### config.mk
export PLATFORM = sky130hd
export DESIGN_NAME = msel_mode_selector
export DESIGN_NICKNAME = d
export VERILOG_FILES = /design/src/inc/msel_pkg.sv /design/src/msel_monitor.sv /design/src/msel_mode_selector.sv
export SDC_FILE = /design/constraint.sdc
export NUM_CORES = 1
export LEC_CHECK = 0
export ABC_AREA = 1
export BUFFER_PORTS_ARGS = -buffer_cell sky130_fd_sc_hd__buf_4
export CAP_MARGIN = 20
export CORE_MARGIN = 1.5
export CORE_UTILIZATION = 30
export DETAILED_ROUTE_END_ITERATION = 7
export PLACE_DENSITY = 0.48
export SETUP_SLACK_MARGIN = 0.1
export SYNTH_ARGS = -nofsm -noshare
export SYNTH_HDL_FRONTEND = slang
export SYNTH_SLANG_ARGS = --single-unit
### constraint.sdc
create_clock -name ref_clk -period 2.2 [get_ports ref_clk]
set_clock_uncertainty 0.05 [all_clocks]
set_input_delay 0.22 -clock ref_clk [delete_from_list [all_inputs] [get_ports ref_clk]]
set_output_delay 0.22 -clock ref_clk [all_outputs]
set_load 0.1 [all_outputs]
### src/inc/msel_pkg.sv
/*
  Shared constants and types of the operating-mode selector: register
  offsets and fields, reset values, diagnostic words, state encoding and
  the structs that carry the APB bus and the selector outputs.
  Assumes a 32-bit APB bus with byte addresses and a single 50 MHz clock.
*/
package msel_pkg;

  // ----------------------------------------------------------------
  // Register map
  // ----------------------------------------------------------------
  localparam logic [7:0] OFF_CTRL = 8'h00;
  localparam logic [7:0] OFF_TIMEOUT = 8'h04;
  localparam logic [7:0] OFF_DIAG = 8'h08;
  localparam logic [7:0] OFF_STATUS = 8'h0C;
  localparam logic [7:0] OFF_MASK = 8'h10;
  localparam int CTRL_ACTIVATE_BIT = 0;
  localparam int CTRL_AUTO_BIT = 1;
  localparam int STAT_ERR_BIT = 0;
  localparam int STAT_VALID_BIT = 1;
  localparam int STAT_AWAIT_BIT = 2;
  localparam int STAT_W = 3;
  localparam logic [1:0] CTRL_RST = 2'h0;
  localparam logic [31:0] TIMEOUT_RST = 32'h0000C350;
  localparam logic [STAT_W-1:0] MASK_RST = 3'h0;
  localparam logic [31:0] COUNT_MAX = 32'hFFFFFFFF;

  // ----------------------------------------------------------------
  // Diagnostic words
  // ----------------------------------------------------------------
  localparam logic [15:0] DIAG_IDLE = 16'h0000;
  localparam logic [15:0] DIAG_AWAIT = 16'h8802;
  localparam logic [15:0] DIAG_VALID = 16'h8000;
  localparam logic [15:0] DIAG_FROZEN = 16'h8010;
  localparam logic [15:0] DIAG_SC_ACK = 16'hC410;
  localparam logic [15:0] DIAG_SC_NACK = 16'hC010;
  localparam logic [15:0] DIAG_OC_ACK = 16'hC420;
  localparam logic [15:0] DIAG_OC_NACK = 16'hC020;
  localparam logic [15:0] DIAG_RST1 = 16'hC011;
  localparam logic [15:0] DIAG_RST2 = 16'hC021;

  // ----------------------------------------------------------------
  // Types
  // ----------------------------------------------------------------
  typedef enum logic [3:0] {
    ST_IDLE = 4'h0,
    ST_AWAIT = 4'h1,
    ST_VALID = 4'h2,
    ST_FROZEN = 4'h3,
    ST_SC_ACK = 4'h4,
    ST_SC_NACK = 4'h5,
    ST_OC_ACK = 4'h6,
    ST_OC_NACK = 4'h7,
    ST_RST1 = 4'h8,
    ST_RST2 = 4'h9
  } msel_state_t;

  typedef struct packed {
    logic psel;
    logic penable;
    logic pwrite;
    logic [7:0] paddr;
    logic [31:0] pwdata;
  } msel_apb_req_t;

  typedef struct packed {
    logic pready;
    logic pslverr;
    logic [31:0] prdata;
  } msel_apb_rsp_t;

  typedef struct packed {
    logic [15:0] diagnosticWord;
    logic [7:0] modeChosen;
    logic anyModeChosen;
    logic ready;
    logic protectiveRequest;
    logic ackWanted;
    logic error;
  } msel_out_t;

endpackage : msel_pkg

### src/msel_monitor.sv
/*
  Absent-choice monitor: counts clock cycles while no mode request is
  active, restarting on every falling request and whenever monitoring
  is off. Assumes requests are synchronous to ref_clk.
*/
`timescale 1ns/1ns
module msel_monitor (
  input logic ref_clk,
  input logic rst_n,
  input logic clkEn,
  input logic run,
  input logic [7:0] modeRequest,
  input logic [31:0] limit,
  output logic expired
);
  import msel_pkg::*;

  logic [7:0] reqPrev_r;
  logic [31:0] cnt_r;
  logic [31:0] cntNxt;
  logic expired_r;
  logic fallSeen;
  logic noneActive;

  // ----------------------------------------------------------------
  // Counter control
  // ----------------------------------------------------------------
  // The count saturates so that a very long gap cannot wrap and hide.
  assign fallSeen = |(reqPrev_r & ~modeRequest);
  assign noneActive = (modeRequest == 8'h00);
  assign cntNxt = (!run || fallSeen || !noneActive) ? 32'h00000000 :
                  (cnt_r == COUNT_MAX) ? cnt_r : cnt_r + 32'h00000001;
  assign expired = expired_r;

  // Counter and flag registers.
  always_ff @(posedge ref_clk) begin
    if (!rst_n) begin
      reqPrev_r <= 8'h00;
      cnt_r <= 32'h00000000;
      expired_r <= 1'b0;
    end else if (clkEn) begin
      reqPrev_r <= modeRequest;
      cnt_r <= cntNxt;
      expired_r <= run && noneActive && !fallSeen && (cnt_r > limit);
    end
  end

endmodule : msel_monitor

### src/msel_mode_selector.sv
/*
  Operating-mode selector with error handling and an APB register file.
  Eight one-hot mode requests are accepted, frozen and reported; short and
  open faults drive the error states. Assumes all pins are synchronous to
  ref_clk and that the APB master follows the usual two-phase protocol.
*/
// Function
// - Any error state forces selects and any-mode low, error high, code shown.
// - A rising acknowledge edge moves an acknowledgeable error state to awaiting-accept.
// - Two or more requests at once enter the short-circuit family immediately.
// - Short fault is acknowledgeable with one or no request, else not.
// - Ack-wanted is inverse acknowledge in ack states, low otherwise; ready high.
// - No request for longer than the timeout enters the open-circuit family.
// - Open fault is acknowledgeable with exactly one request, else not.
// - Acknowledge held high in acknowledgeable short state enters reset-error one.
// - Acknowledge held high in acknowledgeable open state enters reset-error two.
// - Inactive state shows zero code and all outputs low.
// - Awaiting-accept drives ready and protective request high, others low.
// - Valid selection drives ready, any-mode and the chosen select high.
// - Frozen selection keeps chosen select, any-mode and ready high.
// - Deactivation returns to inactive from any state with top priority.
// - Acceptance needs exactly one request and a trigger unless automatic.
// - A new request without hold-release returns valid to awaiting-accept.
// - The diagnostic word is 16 bits and resets to zero.
`timescale 1ns/1ns
module msel_mode_selector (
  input logic ref_clk,
  input logic rst_n,
  input logic clkEn,
  input msel_pkg::msel_apb_req_t apbReq,
  output msel_pkg::msel_apb_rsp_t apbRsp,
  input logic [7:0] modeRequest,
  input logic acceptTrigger,
  input logic errAck,
  input logic holdRelease,
  input logic freezeReq,
  output msel_pkg::msel_out_t selOut,
  output logic irq
);
  import msel_pkg::*;

  msel_state_t state_r;
  msel_state_t stateNxt;
  logic [7:0] chosen_r;
  logic [7:0] chosenNxt;
  logic ackPrev_r;
  logic acceptPrev_r;
  logic [1:0] ctrl_r;
  logic [31:0] timeout_r;
  logic [STAT_W-1:0] status_r;
  logic [STAT_W-1:0] statusNxt;
  logic [STAT_W-1:0] mask_r;
  msel_apb_rsp_t rsp_r;
  msel_out_t out_r;
  msel_out_t outNxt;
  logic irq_r;

  // ----------------------------------------------------------------
  // Input decode
  // ----------------------------------------------------------------
  // Clearing the lowest set bit leaves something only if two are set.
  logic reqMulti;
  logic reqOne;
  logic reqNone;
  logic ackRise;
  logic ackStatic;
  logic acceptRise;
  logic ctrlActive;
  logic ctrlAuto;
  logic monRun;
  logic openExpired;
  assign reqMulti = |(modeRequest & (modeRequest - 8'h01));
  assign reqNone = (modeRequest == 8'h00);
  assign reqOne = !reqNone && !reqMulti;
  assign ackRise = errAck && !ackPrev_r;
  assign ackStatic = errAck && ackPrev_r;
  assign acceptRise = acceptTrigger && !acceptPrev_r;
  assign ctrlActive = ctrl_r[CTRL_ACTIVATE_BIT];
  assign ctrlAuto = ctrl_r[CTRL_AUTO_BIT];
  assign monRun = (state_r == ST_AWAIT) || (state_r == ST_VALID) ||
                  (state_r == ST_FROZEN);

  // The monitor restarts whenever the normal states are left, so the
  // timeout always begins again after activation or an acknowledge.
  msel_monitor u_monitor (
    .ref_clk(ref_clk),
    .rst_n(rst_n),
    .clkEn(clkEn),
    .run(monRun),
    .modeRequest(modeRequest),
    .limit(timeout_r),
    .expired(openExpired)
  );

  // ----------------------------------------------------------------
  // State machine
  // ----------------------------------------------------------------
  // Next state; deactivation outranks every other transition.
  always_comb begin
    stateNxt = state_r;
    chosenNxt = chosen_r;
    if (!ctrlActive) begin
      stateNxt = ST_IDLE;
    end else begin
      case (state_r)
        ST_IDLE: begin
          stateNxt = ST_AWAIT;
        end
        ST_AWAIT, ST_VALID, ST_FROZEN: begin
          if (reqMulti) begin
            stateNxt = ST_SC_NACK;
          end else if (openExpired && reqNone) begin
            stateNxt = ST_OC_NACK;
          end else if (state_r == ST_AWAIT) begin
            if (reqOne && (ctrlAuto || acceptRise)) begin
              stateNxt = ST_VALID;
              chosenNxt = modeRequest;
            end
          end else if (state_r == ST_VALID) begin
            if ((modeRequest != chosen_r) && !holdRelease) begin
              stateNxt = ST_AWAIT;
            end else if (freezeReq) begin
              stateNxt = ST_FROZEN;
            end
          end else if (!freezeReq) begin
            stateNxt = ST_VALID;
          end
        end
        ST_SC_ACK: begin
          if (reqMulti) begin
            stateNxt = ST_SC_NACK;
          end else if (ackStatic) begin
            stateNxt = ST_RST1;
          end else if (ackRise) begin
            stateNxt = ST_AWAIT;
          end
        end
        ST_SC_NACK: begin
          if (!reqMulti) begin
            stateNxt = ST_SC_ACK;
          end
        end
        ST_OC_ACK: begin
          if (!reqOne) begin
            stateNxt = ST_OC_NACK;
          end else if (ackStatic) begin
            stateNxt = ST_RST2;
          end else if (ackRise) begin
            stateNxt = ST_AWAIT;
          end
        end
        ST_OC_NACK: begin
          if (reqOne) begin
            stateNxt = ST_OC_ACK;
          end
        end
        ST_RST1: begin
          if (!errAck) begin
            stateNxt = ST_SC_ACK;
          end
        end
        ST_RST2: begin
          if (!errAck) begin
            stateNxt = ST_OC_ACK;
          end
        end
        default: begin
          stateNxt = ST_IDLE;
        end
      endcase
    end
  end

  // ----------------------------------------------------------------
  // Output decode
  // ----------------------------------------------------------------
  // Outputs are decoded from the next state and registered, so they
  // always agree with state_r in the same cycle.
  logic nxtErr;
  logic nxtAckState;
  logic nxtChosen;
  logic [15:0] diagNxt;
  assign nxtAckState = (stateNxt == ST_SC_ACK) || (stateNxt == ST_OC_ACK);
  assign nxtErr = (stateNxt >= ST_SC_ACK);
  assign nxtChosen = (stateNxt == ST_VALID) || (stateNxt == ST_FROZEN);

  // Diagnostic word per state.
  always_comb begin
    case (stateNxt)
      ST_IDLE: diagNxt = DIAG_IDLE;
      ST_AWAIT: diagNxt = DIAG_AWAIT;
      ST_VALID: diagNxt = DIAG_VALID;
      ST_FROZEN: diagNxt = DIAG_FROZEN;
      ST_SC_ACK: diagNxt = DIAG_SC_ACK;
      ST_SC_NACK: diagNxt = DIAG_SC_NACK;
      ST_OC_ACK: diagNxt = DIAG_OC_ACK;
      ST_OC_NACK: diagNxt = DIAG_OC_NACK;
      ST_RST1: diagNxt = DIAG_RST1;
      ST_RST2: diagNxt = DIAG_RST2;
      default: diagNxt = DIAG_IDLE;
    endcase
  end

  // Flag outputs; error states never show a select.
  assign outNxt.diagnosticWord = diagNxt;
  assign outNxt.modeChosen = nxtChosen ? chosenNxt : 8'h00;
  assign outNxt.anyModeChosen = nxtChosen;
  assign outNxt.ready = (stateNxt != ST_IDLE);
  assign outNxt.protectiveRequest = (stateNxt == ST_AWAIT);
  assign outNxt.ackWanted = nxtAckState && !errAck;
  assign outNxt.error = nxtErr;

  // ----------------------------------------------------------------
  // APB slave
  // ----------------------------------------------------------------
  // No wait state: read data are captured in the setup cycle and pready
  // rises in the first access cycle.
  logic setupPhase;
  logic accessDone;
  logic hitCtrl;
  logic hitTimeout;
  logic hitDiag;
  logic hitStatus;
  logic hitMask;
  logic mapped;
  logic wrDone;
  logic rdStatus;
  logic [31:0] rdMux;
  assign setupPhase = apbReq.psel && !apbReq.penable;
  assign accessDone = apbReq.psel && apbReq.penable && rsp_r.pready;
  assign hitCtrl = (apbReq.paddr == OFF_CTRL);
  assign hitTimeout = (apbReq.paddr == OFF_TIMEOUT);
  assign hitDiag = (apbReq.paddr == OFF_DIAG);
  assign hitStatus = (apbReq.paddr == OFF_STATUS);
  assign hitMask = (apbReq.paddr == OFF_MASK);
  assign mapped = hitCtrl || hitTimeout || hitDiag || hitStatus || hitMask;
  assign wrDone = accessDone && apbReq.pwrite;
  assign rdStatus = accessDone && !apbReq.pwrite && hitStatus;
  assign rdMux = hitCtrl ? {30'h00000000, ctrl_r} :
                 hitTimeout ? timeout_r :
                 hitDiag ? {12'h000, state_r, out_r.diagnosticWord} :
                 hitStatus ? {29'h00000000, status_r} :
                 hitMask ? {29'h00000000, mask_r} : 32'h00000000;

  // ----------------------------------------------------------------
  // Interrupt status
  // ----------------------------------------------------------------
  // A read clears the status, but an event in the same cycle still sets.
  logic [STAT_W-1:0] events;
  assign events[STAT_ERR_BIT] = nxtErr && (state_r < ST_SC_ACK);
  assign events[STAT_VALID_BIT] = (stateNxt == ST_VALID) && (state_r != ST_VALID);
  assign events[STAT_AWAIT_BIT] = (stateNxt == ST_AWAIT) && (state_r != ST_AWAIT);
  assign statusNxt = (rdStatus ? {STAT_W{1'b0}} : status_r) | events;

  // ----------------------------------------------------------------
  // Registers
  // ----------------------------------------------------------------
  // Core state and edge detectors; clkEn low freezes everything.
  always_ff @(posedge ref_clk) begin
    if (!rst_n) begin
      state_r <= ST_IDLE;
      chosen_r <= 8'h00;
      ackPrev_r <= 1'b0;
      acceptPrev_r <= 1'b0;
      out_r <= '0;
      irq_r <= 1'b0;
      status_r <= {STAT_W{1'b0}};
    end else if (clkEn) begin
      state_r <= stateNxt;
      chosen_r <= chosenNxt;
      ackPrev_r <= errAck;
      acceptPrev_r <= acceptTrigger;
      out_r <= outNxt;
      status_r <= statusNxt;
      irq_r <= |(statusNxt & mask_r);
    end
  end

  // Software registers and bus answer.
  always_ff @(posedge ref_clk) begin
    if (!rst_n) begin
      ctrl_r <= CTRL_RST;
      timeout_r <= TIMEOUT_RST;
      mask_r <= MASK_RST;
      rsp_r <= '0;
    end else if (clkEn) begin
      rsp_r.pready <= setupPhase;
      rsp_r.pslverr <= setupPhase && !mapped;
      rsp_r.prdata <= setupPhase ? rdMux : rsp_r.prdata;
      if (wrDone && hitCtrl) begin
        ctrl_r <= apbReq.pwdata[1:0];
      end
      if (wrDone && hitTimeout) begin
        timeout_r <= apbReq.pwdata;
      end
      if (wrDone && hitMask) begin
        mask_r <= apbReq.pwdata[STAT_W-1:0];
      end
    end
  end

  assign apbRsp = rsp_r;
  assign selOut = out_r;
  assign irq = irq_r;
endmodule : msel_mode_selector

==> flow_summary.html <==
<table>
<tr><th>Metric</th><th>Value</th></tr>
<tr><th colspan="2">Global routing</th></tr>
<tr><td>GRT Total Usage</td><td>18.95%</td></tr>
<tr><td>Leftover overflow at the end of global routing</td><td>0</td></tr>
<tr><td>Pin count of the biggest net entering global routing</td><td>43</td></tr>
<tr><td>Global-route wire length before repair</td><td>39,660 um</td></tr>
<tr><td>Number of global-route vias before repair</td><td>7,365</td></tr>
<tr><td>Initial antenna violation count</td><td>0</td></tr>
<tr><th colspan="2">Layout</th></tr>
<tr><td>Share of cells above drive strength 1</td><td>23.85%</td></tr>
<tr><td>Final #Nets</td><td>1,386</td></tr>
<tr><td>Final core utilization</td><td>40.02%</td></tr>
<tr><td>Number of diodes added for antenna fixing</td><td>0</td></tr>
<tr><td>Relative area change from synthesis to final layout</td><td>31.64%</td></tr>
<tr><th colspan="2">Floorplanning</th></tr>
<tr><td>Area enclosed by the die boundary</td><td>27,320 um^2</td></tr>
<tr><td>Number of I/O pins</td><td>122</td></tr>
<tr><td>Number of placement rows</td><td>59</td></tr>
<tr><td>Placeable Area</td><td>25,980 um^2</td></tr>
<tr><td>Vertical die dimension</td><td>165.3 um</td></tr>
<tr><td>Initial standard-cell utilization of the core</td><td>30.40%</td></tr>
<tr><td>Die width</td><td>165.3 um</td></tr>
<tr><th colspan="2">Clocking</th></tr>
<tr><td>Clock buffers created by TritonCTS</td><td>17</td></tr>
<tr><td>Buffer cell driving the clock tree root</td><td>sky130_fd_sc_hd__clkbuf_16</td></tr>
<tr><td>Maximum level of the CTS H-tree</td><td>4</td></tr>
<tr><td>Clock latency on the worst-skew pair</td><td>0.43 ns</td></tr>
<tr><td>Clock Tree Buf Depth</td><td>2</td></tr>
<tr><td>TritonCTS clock tree</td><td>built</td></tr>
<tr><td>Clk sinks</td><td>150</td></tr>
<tr><td>CTS clk-pin slew, worst paths</td><td>0.08 ns</td></tr>
<tr><th colspan="2">Place</th></tr>
<tr><td>Port Buf Inserts</td><td>113</td></tr>
<tr><td>HPWL Detailed</td><td>19,500 um</td></tr>
<tr><td>Weighted congestion at the end of routability-driven global placement</td><td>0.8717</td></tr>
<tr><td>Worst-case setup slack after placement</td><td>0.02111 ns</td></tr>
<tr><th colspan="2">Worst setup path</th></tr>
<tr><td>Element type at the critical path end</td><td>flip-flop</td></tr>
<tr><td>Category of the worst setup path launch point</td><td>flip-flop</td></tr>
<tr><td>Required @ worst endpoint</td><td>2.52 ns</td></tr>
<tr><td>Register-to-register setup slack</td><td>0.17 ns</td></tr>
<tr><td>Highest net fanout along the worst path</td><td>5</td></tr>
<tr><td>Capturing element of the worst setup path</td><td>selOut[7]$_SDFFE_PN0P_</td></tr>
<tr><td>Critical path arrival</td><td>2.35 ns</td></tr>
<tr><td>Critical path launch point</td><td>state_r[2]$_SDFFE_PN0P_</td></tr>
<tr><td>Worst Setup Path Type</td><td>reg2reg</td></tr>
<tr><td>Depth of the most critical reg-to-reg path</td><td>15</td></tr>
<tr><td>Endpoint of the worst-slack reg-to-reg timing path</td><td>selOut[7]$_SDFFE_PN0P_</td></tr>
<tr><td>Reg2Reg Launch Point</td><td>state_r[2]$_SDFFE_PN0P_</td></tr>
<tr><th colspan="2">Power</th></tr>
<tr><td>Total power of the final layout</td><td>0.006264 W</td></tr>
<tr><td>Power density over cell area</td><td>602.3 nW/um^2</td></tr>
<tr><td>Maximum vdd drop</td><td>385.3 uV</td></tr>
<tr><td>Leak</td><td>4.339 nW</td></tr>
<tr><th colspan="2">Job</th></tr>
<tr><td>Number of max-cap violations</td><td>0</td></tr>
<tr><th colspan="2">Yosys</th></tr>
<tr><td>Syn_area_per_cell</td><td>6.985 um^2</td></tr>
<tr><td>Sequential cell area fraction in the yosys report</td><td>38.01%</td></tr>
<tr><td>Post-synthesis register bit count</td><td>150</td></tr>
<tr><td>Biggest area contributors in the synthesized netlist</td><td>sky130_fd_sc_hd__dfxtp_1 (38%), sky130_fd_sc_hd__nand2_1 (11%), sky130_fd_sc_hd__a21oi_1 (8.4%), sky130_fd_sc_hd__nor2_1 (6.4%), sky130_fd_sc_hd__inv_1 (6.0%)</td></tr>
<tr><td>Post-synth ARST share</td><td>0%</td></tr>
<tr><td>Proportion of netlist area held by the largest area contributor</td><td>38.01%</td></tr>
<tr><td>Number of warning messages in the yosys log</td><td>0</td></tr>
<tr><td>Count of distinct cell types in the synthesized netlist</td><td>51</td></tr>
<tr><td>Most repeated cell in the gate-level netlist after synthesis</td><td>sky130_fd_sc_hd__nand2_1</td></tr>
<tr><td>Leading register cell type out of synthesis</td><td>sky130_fd_sc_hd__dfxtp_1</td></tr>
<tr><td>Top post-synthesis cells by count</td><td>sky130_fd_sc_hd__nand2_1 (222), sky130_fd_sc_hd__dfxtp_1 (150), sky130_fd_sc_hd__nor2_1 (135)</td></tr>
<tr><td>Synthesized instance count</td><td>1,131</td></tr>
<tr><td>Netlist area before placement</td><td>7900 um^2</td></tr>
<tr><td>Post-synth EDFFs</td><td>0</td></tr>
<tr><td>Library cell occupying the most area in the post-synthesis netlist</td><td>sky130_fd_sc_hd__dfxtp_1</td></tr>
<tr><th colspan="2">STA</th></tr>
<tr><td>Hold violation total from the final report</td><td>0</td></tr>
<tr><td>Normalized max-slew margin</td><td>65.87%</td></tr>
<tr><td>Setup repair after global routing missed its margin</td><td>yes</td></tr>
<tr><td>Setup TNS after final layout</td><td>0 ns</td></tr>
<tr><td>Max-slew violation count</td><td>0</td></tr>
<tr><td>Final setup fails</td><td>0</td></tr>
<tr><td>Highest clock frequency the design can meet</td><td>0.4930 GHz</td></tr>
<tr><td>Minimum period implied by the final worst setup slack</td><td>2.028 ns</td></tr>
<tr><td>Final worst-path setup slack</td><td>0.1716 ns</td></tr>
<tr><td>Slew @ Worst Pin</td><td>0.5120 ns</td></tr>
<tr><td>Fraction of the cycle the final worst path needs</td><td>92.20%</td></tr>
<tr><th colspan="2">Detailed routing</th></tr>
<tr><td>DR DRC count</td><td>0</td></tr>
<tr><td>Vias per Instance</td><td>4.783</td></tr>
<tr><td>Iteration-0 DRC Markers</td><td>473</td></tr>
<tr><td>Detail-routed net length per standard cell</td><td>15.59 um</td></tr>
<tr><td>Wire length after detailed routing</td><td>25,610 um</td></tr>
<tr><td>Total iterations of the first detailed-routing run</td><td>5</td></tr>
<tr><td>Post-DRT Antenna Nets</td><td>0</td></tr>
<tr><td>Total vias in the final route</td><td>7,858</td></tr>
<tr><th colspan="2">Outcome</th></tr>
<tr><td>Run status</td><td>finished, final reports clean</td></tr>
<tr><th colspan="2">Hold path</th></tr>
<tr><td>Worst min-delay path category</td><td>in2reg</td></tr>
</table>
==> cell families after synthesis <==
kind of cell / synth area share (%)
AO/OA/AOI/OAI: 17.42
XOR/XNOR: 1.996
adder cells (fa/ha/maj): 5.227
buffers and inverters: 9.439
flip-flops: 38.01
other: 0.04747
AND/OR/NAND/NOR: 27.86
==> flip-flops by register name, summed over array words and instances, names as in the netlist, 2 cells and up <==
name                 count
ctrl_r                   2
state_r                  4
timeout_r               32
u_monitor.reqPrev_r      8
apbRsp                  34
mask_r                   3
u_monitor.cnt_r         32
selOut                  20
status_r                 3
chosen_r                 8
==> worst max-delay path, stage by stage (launching register included) <==
cell	delay [ns]
sky130_fd_sc_hd__dfxtp_1	0.34
sky130_fd_sc_hd__inv_1	0.10
sky130_fd_sc_hd__buf_4	0.15
sky130_fd_sc_hd__nand2_1	0.08
sky130_fd_sc_hd__nor2_1	0.04
sky130_fd_sc_hd__inv_1	0.10
sky130_fd_sc_hd__o21ai_0	0.10
sky130_fd_sc_hd__a21oi_1	0.13
sky130_fd_sc_hd__nand3_1	0.11
sky130_fd_sc_hd__nand2_2	0.12
sky130_fd_sc_hd__nand2_4	0.08
sky130_fd_sc_hd__nor2_4	0.13
sky130_fd_sc_hd__buf_6	0.13
sky130_fd_sc_hd__clkbuf_16	0.14
sky130_fd_sc_hd__nand2_1	0.05
sky130_fd_sc_hd__a21oi_1	0.12
==> layer usage <==
| layer | GRT usage (%) | up-vias | wire length (um) |
|---|---|---|---|
| li1 | - | 4066 | - |
| met1 | 27.04 | 3617 | 13160 |
| met2 | 29.38 | 157 | 11050 |
| met3 | 3.022 | 18 | 1039 |
| met4 | 5.119 | 0 | 361 |
| met5 | 0 | - | 0 |
==> cell type report <==
type                       count  area (um^2)
tap                          335        419.2
clock inverter                14        151.4
inverter                     132        495.5
clock buffer                  18        439.2
timing repair buffer         191         1521
sequential                   150         3030
multi-input combinational    803         4343
fill                        2759        15580
==> through the flow <==
stage | area, um^2 | instances | hold WS, ns
3_3_place_gp | 9468 | 1596 | 0.4022
3_5_place_dp | 9468 | 1596 | 0.4031
2_1_floorplan | 7928 | 1138 | 0.3004
6_report | 10400 | 1643 | 0.01889
5_1_grt | 10400 | 1643 | 0.02682
4_1_cts | 10120 | 1633 | 0.005576
==> layout by cell type, fill, tap and decap left out, types with 3 or more instances in the layout <==
master,netlist,routed
sky130_fd_sc_hd__a211oi_1,5,5
sky130_fd_sc_hd__a21oi_1,133,127
sky130_fd_sc_hd__a21oi_2,0,6
sky130_fd_sc_hd__a221oi_1,11,10
sky130_fd_sc_hd__a31oi_1,3,3
sky130_fd_sc_hd__buf_12,0,4
sky130_fd_sc_hd__buf_4,9,179
sky130_fd_sc_hd__clkbuf_16,0,18
sky130_fd_sc_hd__conb_1,1,8
sky130_fd_sc_hd__dfxtp_1,150,130
sky130_fd_sc_hd__dfxtp_2,0,19
sky130_fd_sc_hd__dlygate4sd3_1,0,5
sky130_fd_sc_hd__ha_1,33,33
sky130_fd_sc_hd__inv_1,126,120
sky130_fd_sc_hd__inv_2,5,11
sky130_fd_sc_hd__inv_6,0,6
sky130_fd_sc_hd__inv_8,0,4
sky130_fd_sc_hd__nand2_1,222,215
sky130_fd_sc_hd__nand2_2,12,15
sky130_fd_sc_hd__nand2_4,2,6
sky130_fd_sc_hd__nand3_1,49,49
sky130_fd_sc_hd__nand4_1,18,18
sky130_fd_sc_hd__nor2_1,135,129
sky130_fd_sc_hd__nor2_2,3,8
sky130_fd_sc_hd__nor2_4,4,5
sky130_fd_sc_hd__nor3_1,28,22
sky130_fd_sc_hd__nor3_2,3,7
sky130_fd_sc_hd__nor4_1,7,6
sky130_fd_sc_hd__o211ai_1,8,8
sky130_fd_sc_hd__o21a_1,4,4
sky130_fd_sc_hd__o21ai_0,70,70
sky130_fd_sc_hd__o21ai_1,4,4
sky130_fd_sc_hd__xnor2_1,12,10
sky130_fd_sc_hd__xor2_1,6,6
==> how the worst min path moves through the flow <==
stage                                  to     startpoint  depth (start not counted)
2_1_floorplan  timeout_r[14]$_SDFFE_PN1P_     apbReq[14]                          2
4_1_cts         acceptPrev_r$_SDFFE_PN0P_  acceptTrigger                          3
3_5_place_dp   timeout_r[15]$_SDFFE_PN1P_     apbReq[15]                          3
5_1_grt         acceptPrev_r$_SDFFE_PN0P_  acceptTrigger                          3
6_report        acceptPrev_r$_SDFFE_PN0P_  acceptTrigger                          3
3_3_place_gp   timeout_r[15]$_SDFFE_PN1P_     apbReq[15]                          3
==> what timing repair did <==
action                     in CTS  in global routing
cloned                          0                  1
setup buffers                   0                  9
gates resized for setup         2                 64
hold buffers                    5                  0
hold endpoints to repair        5                  0
pin swaps                       0                 14
setup endpoints to repair       2                 45
==> report_power, final <==
group	switching, W	internal, W
Combinational	0.000364	0.000181
Clock	0.00132	0.00164
Sequential	0.0000185	0.00274
Power figures use the tool's default switching activity.
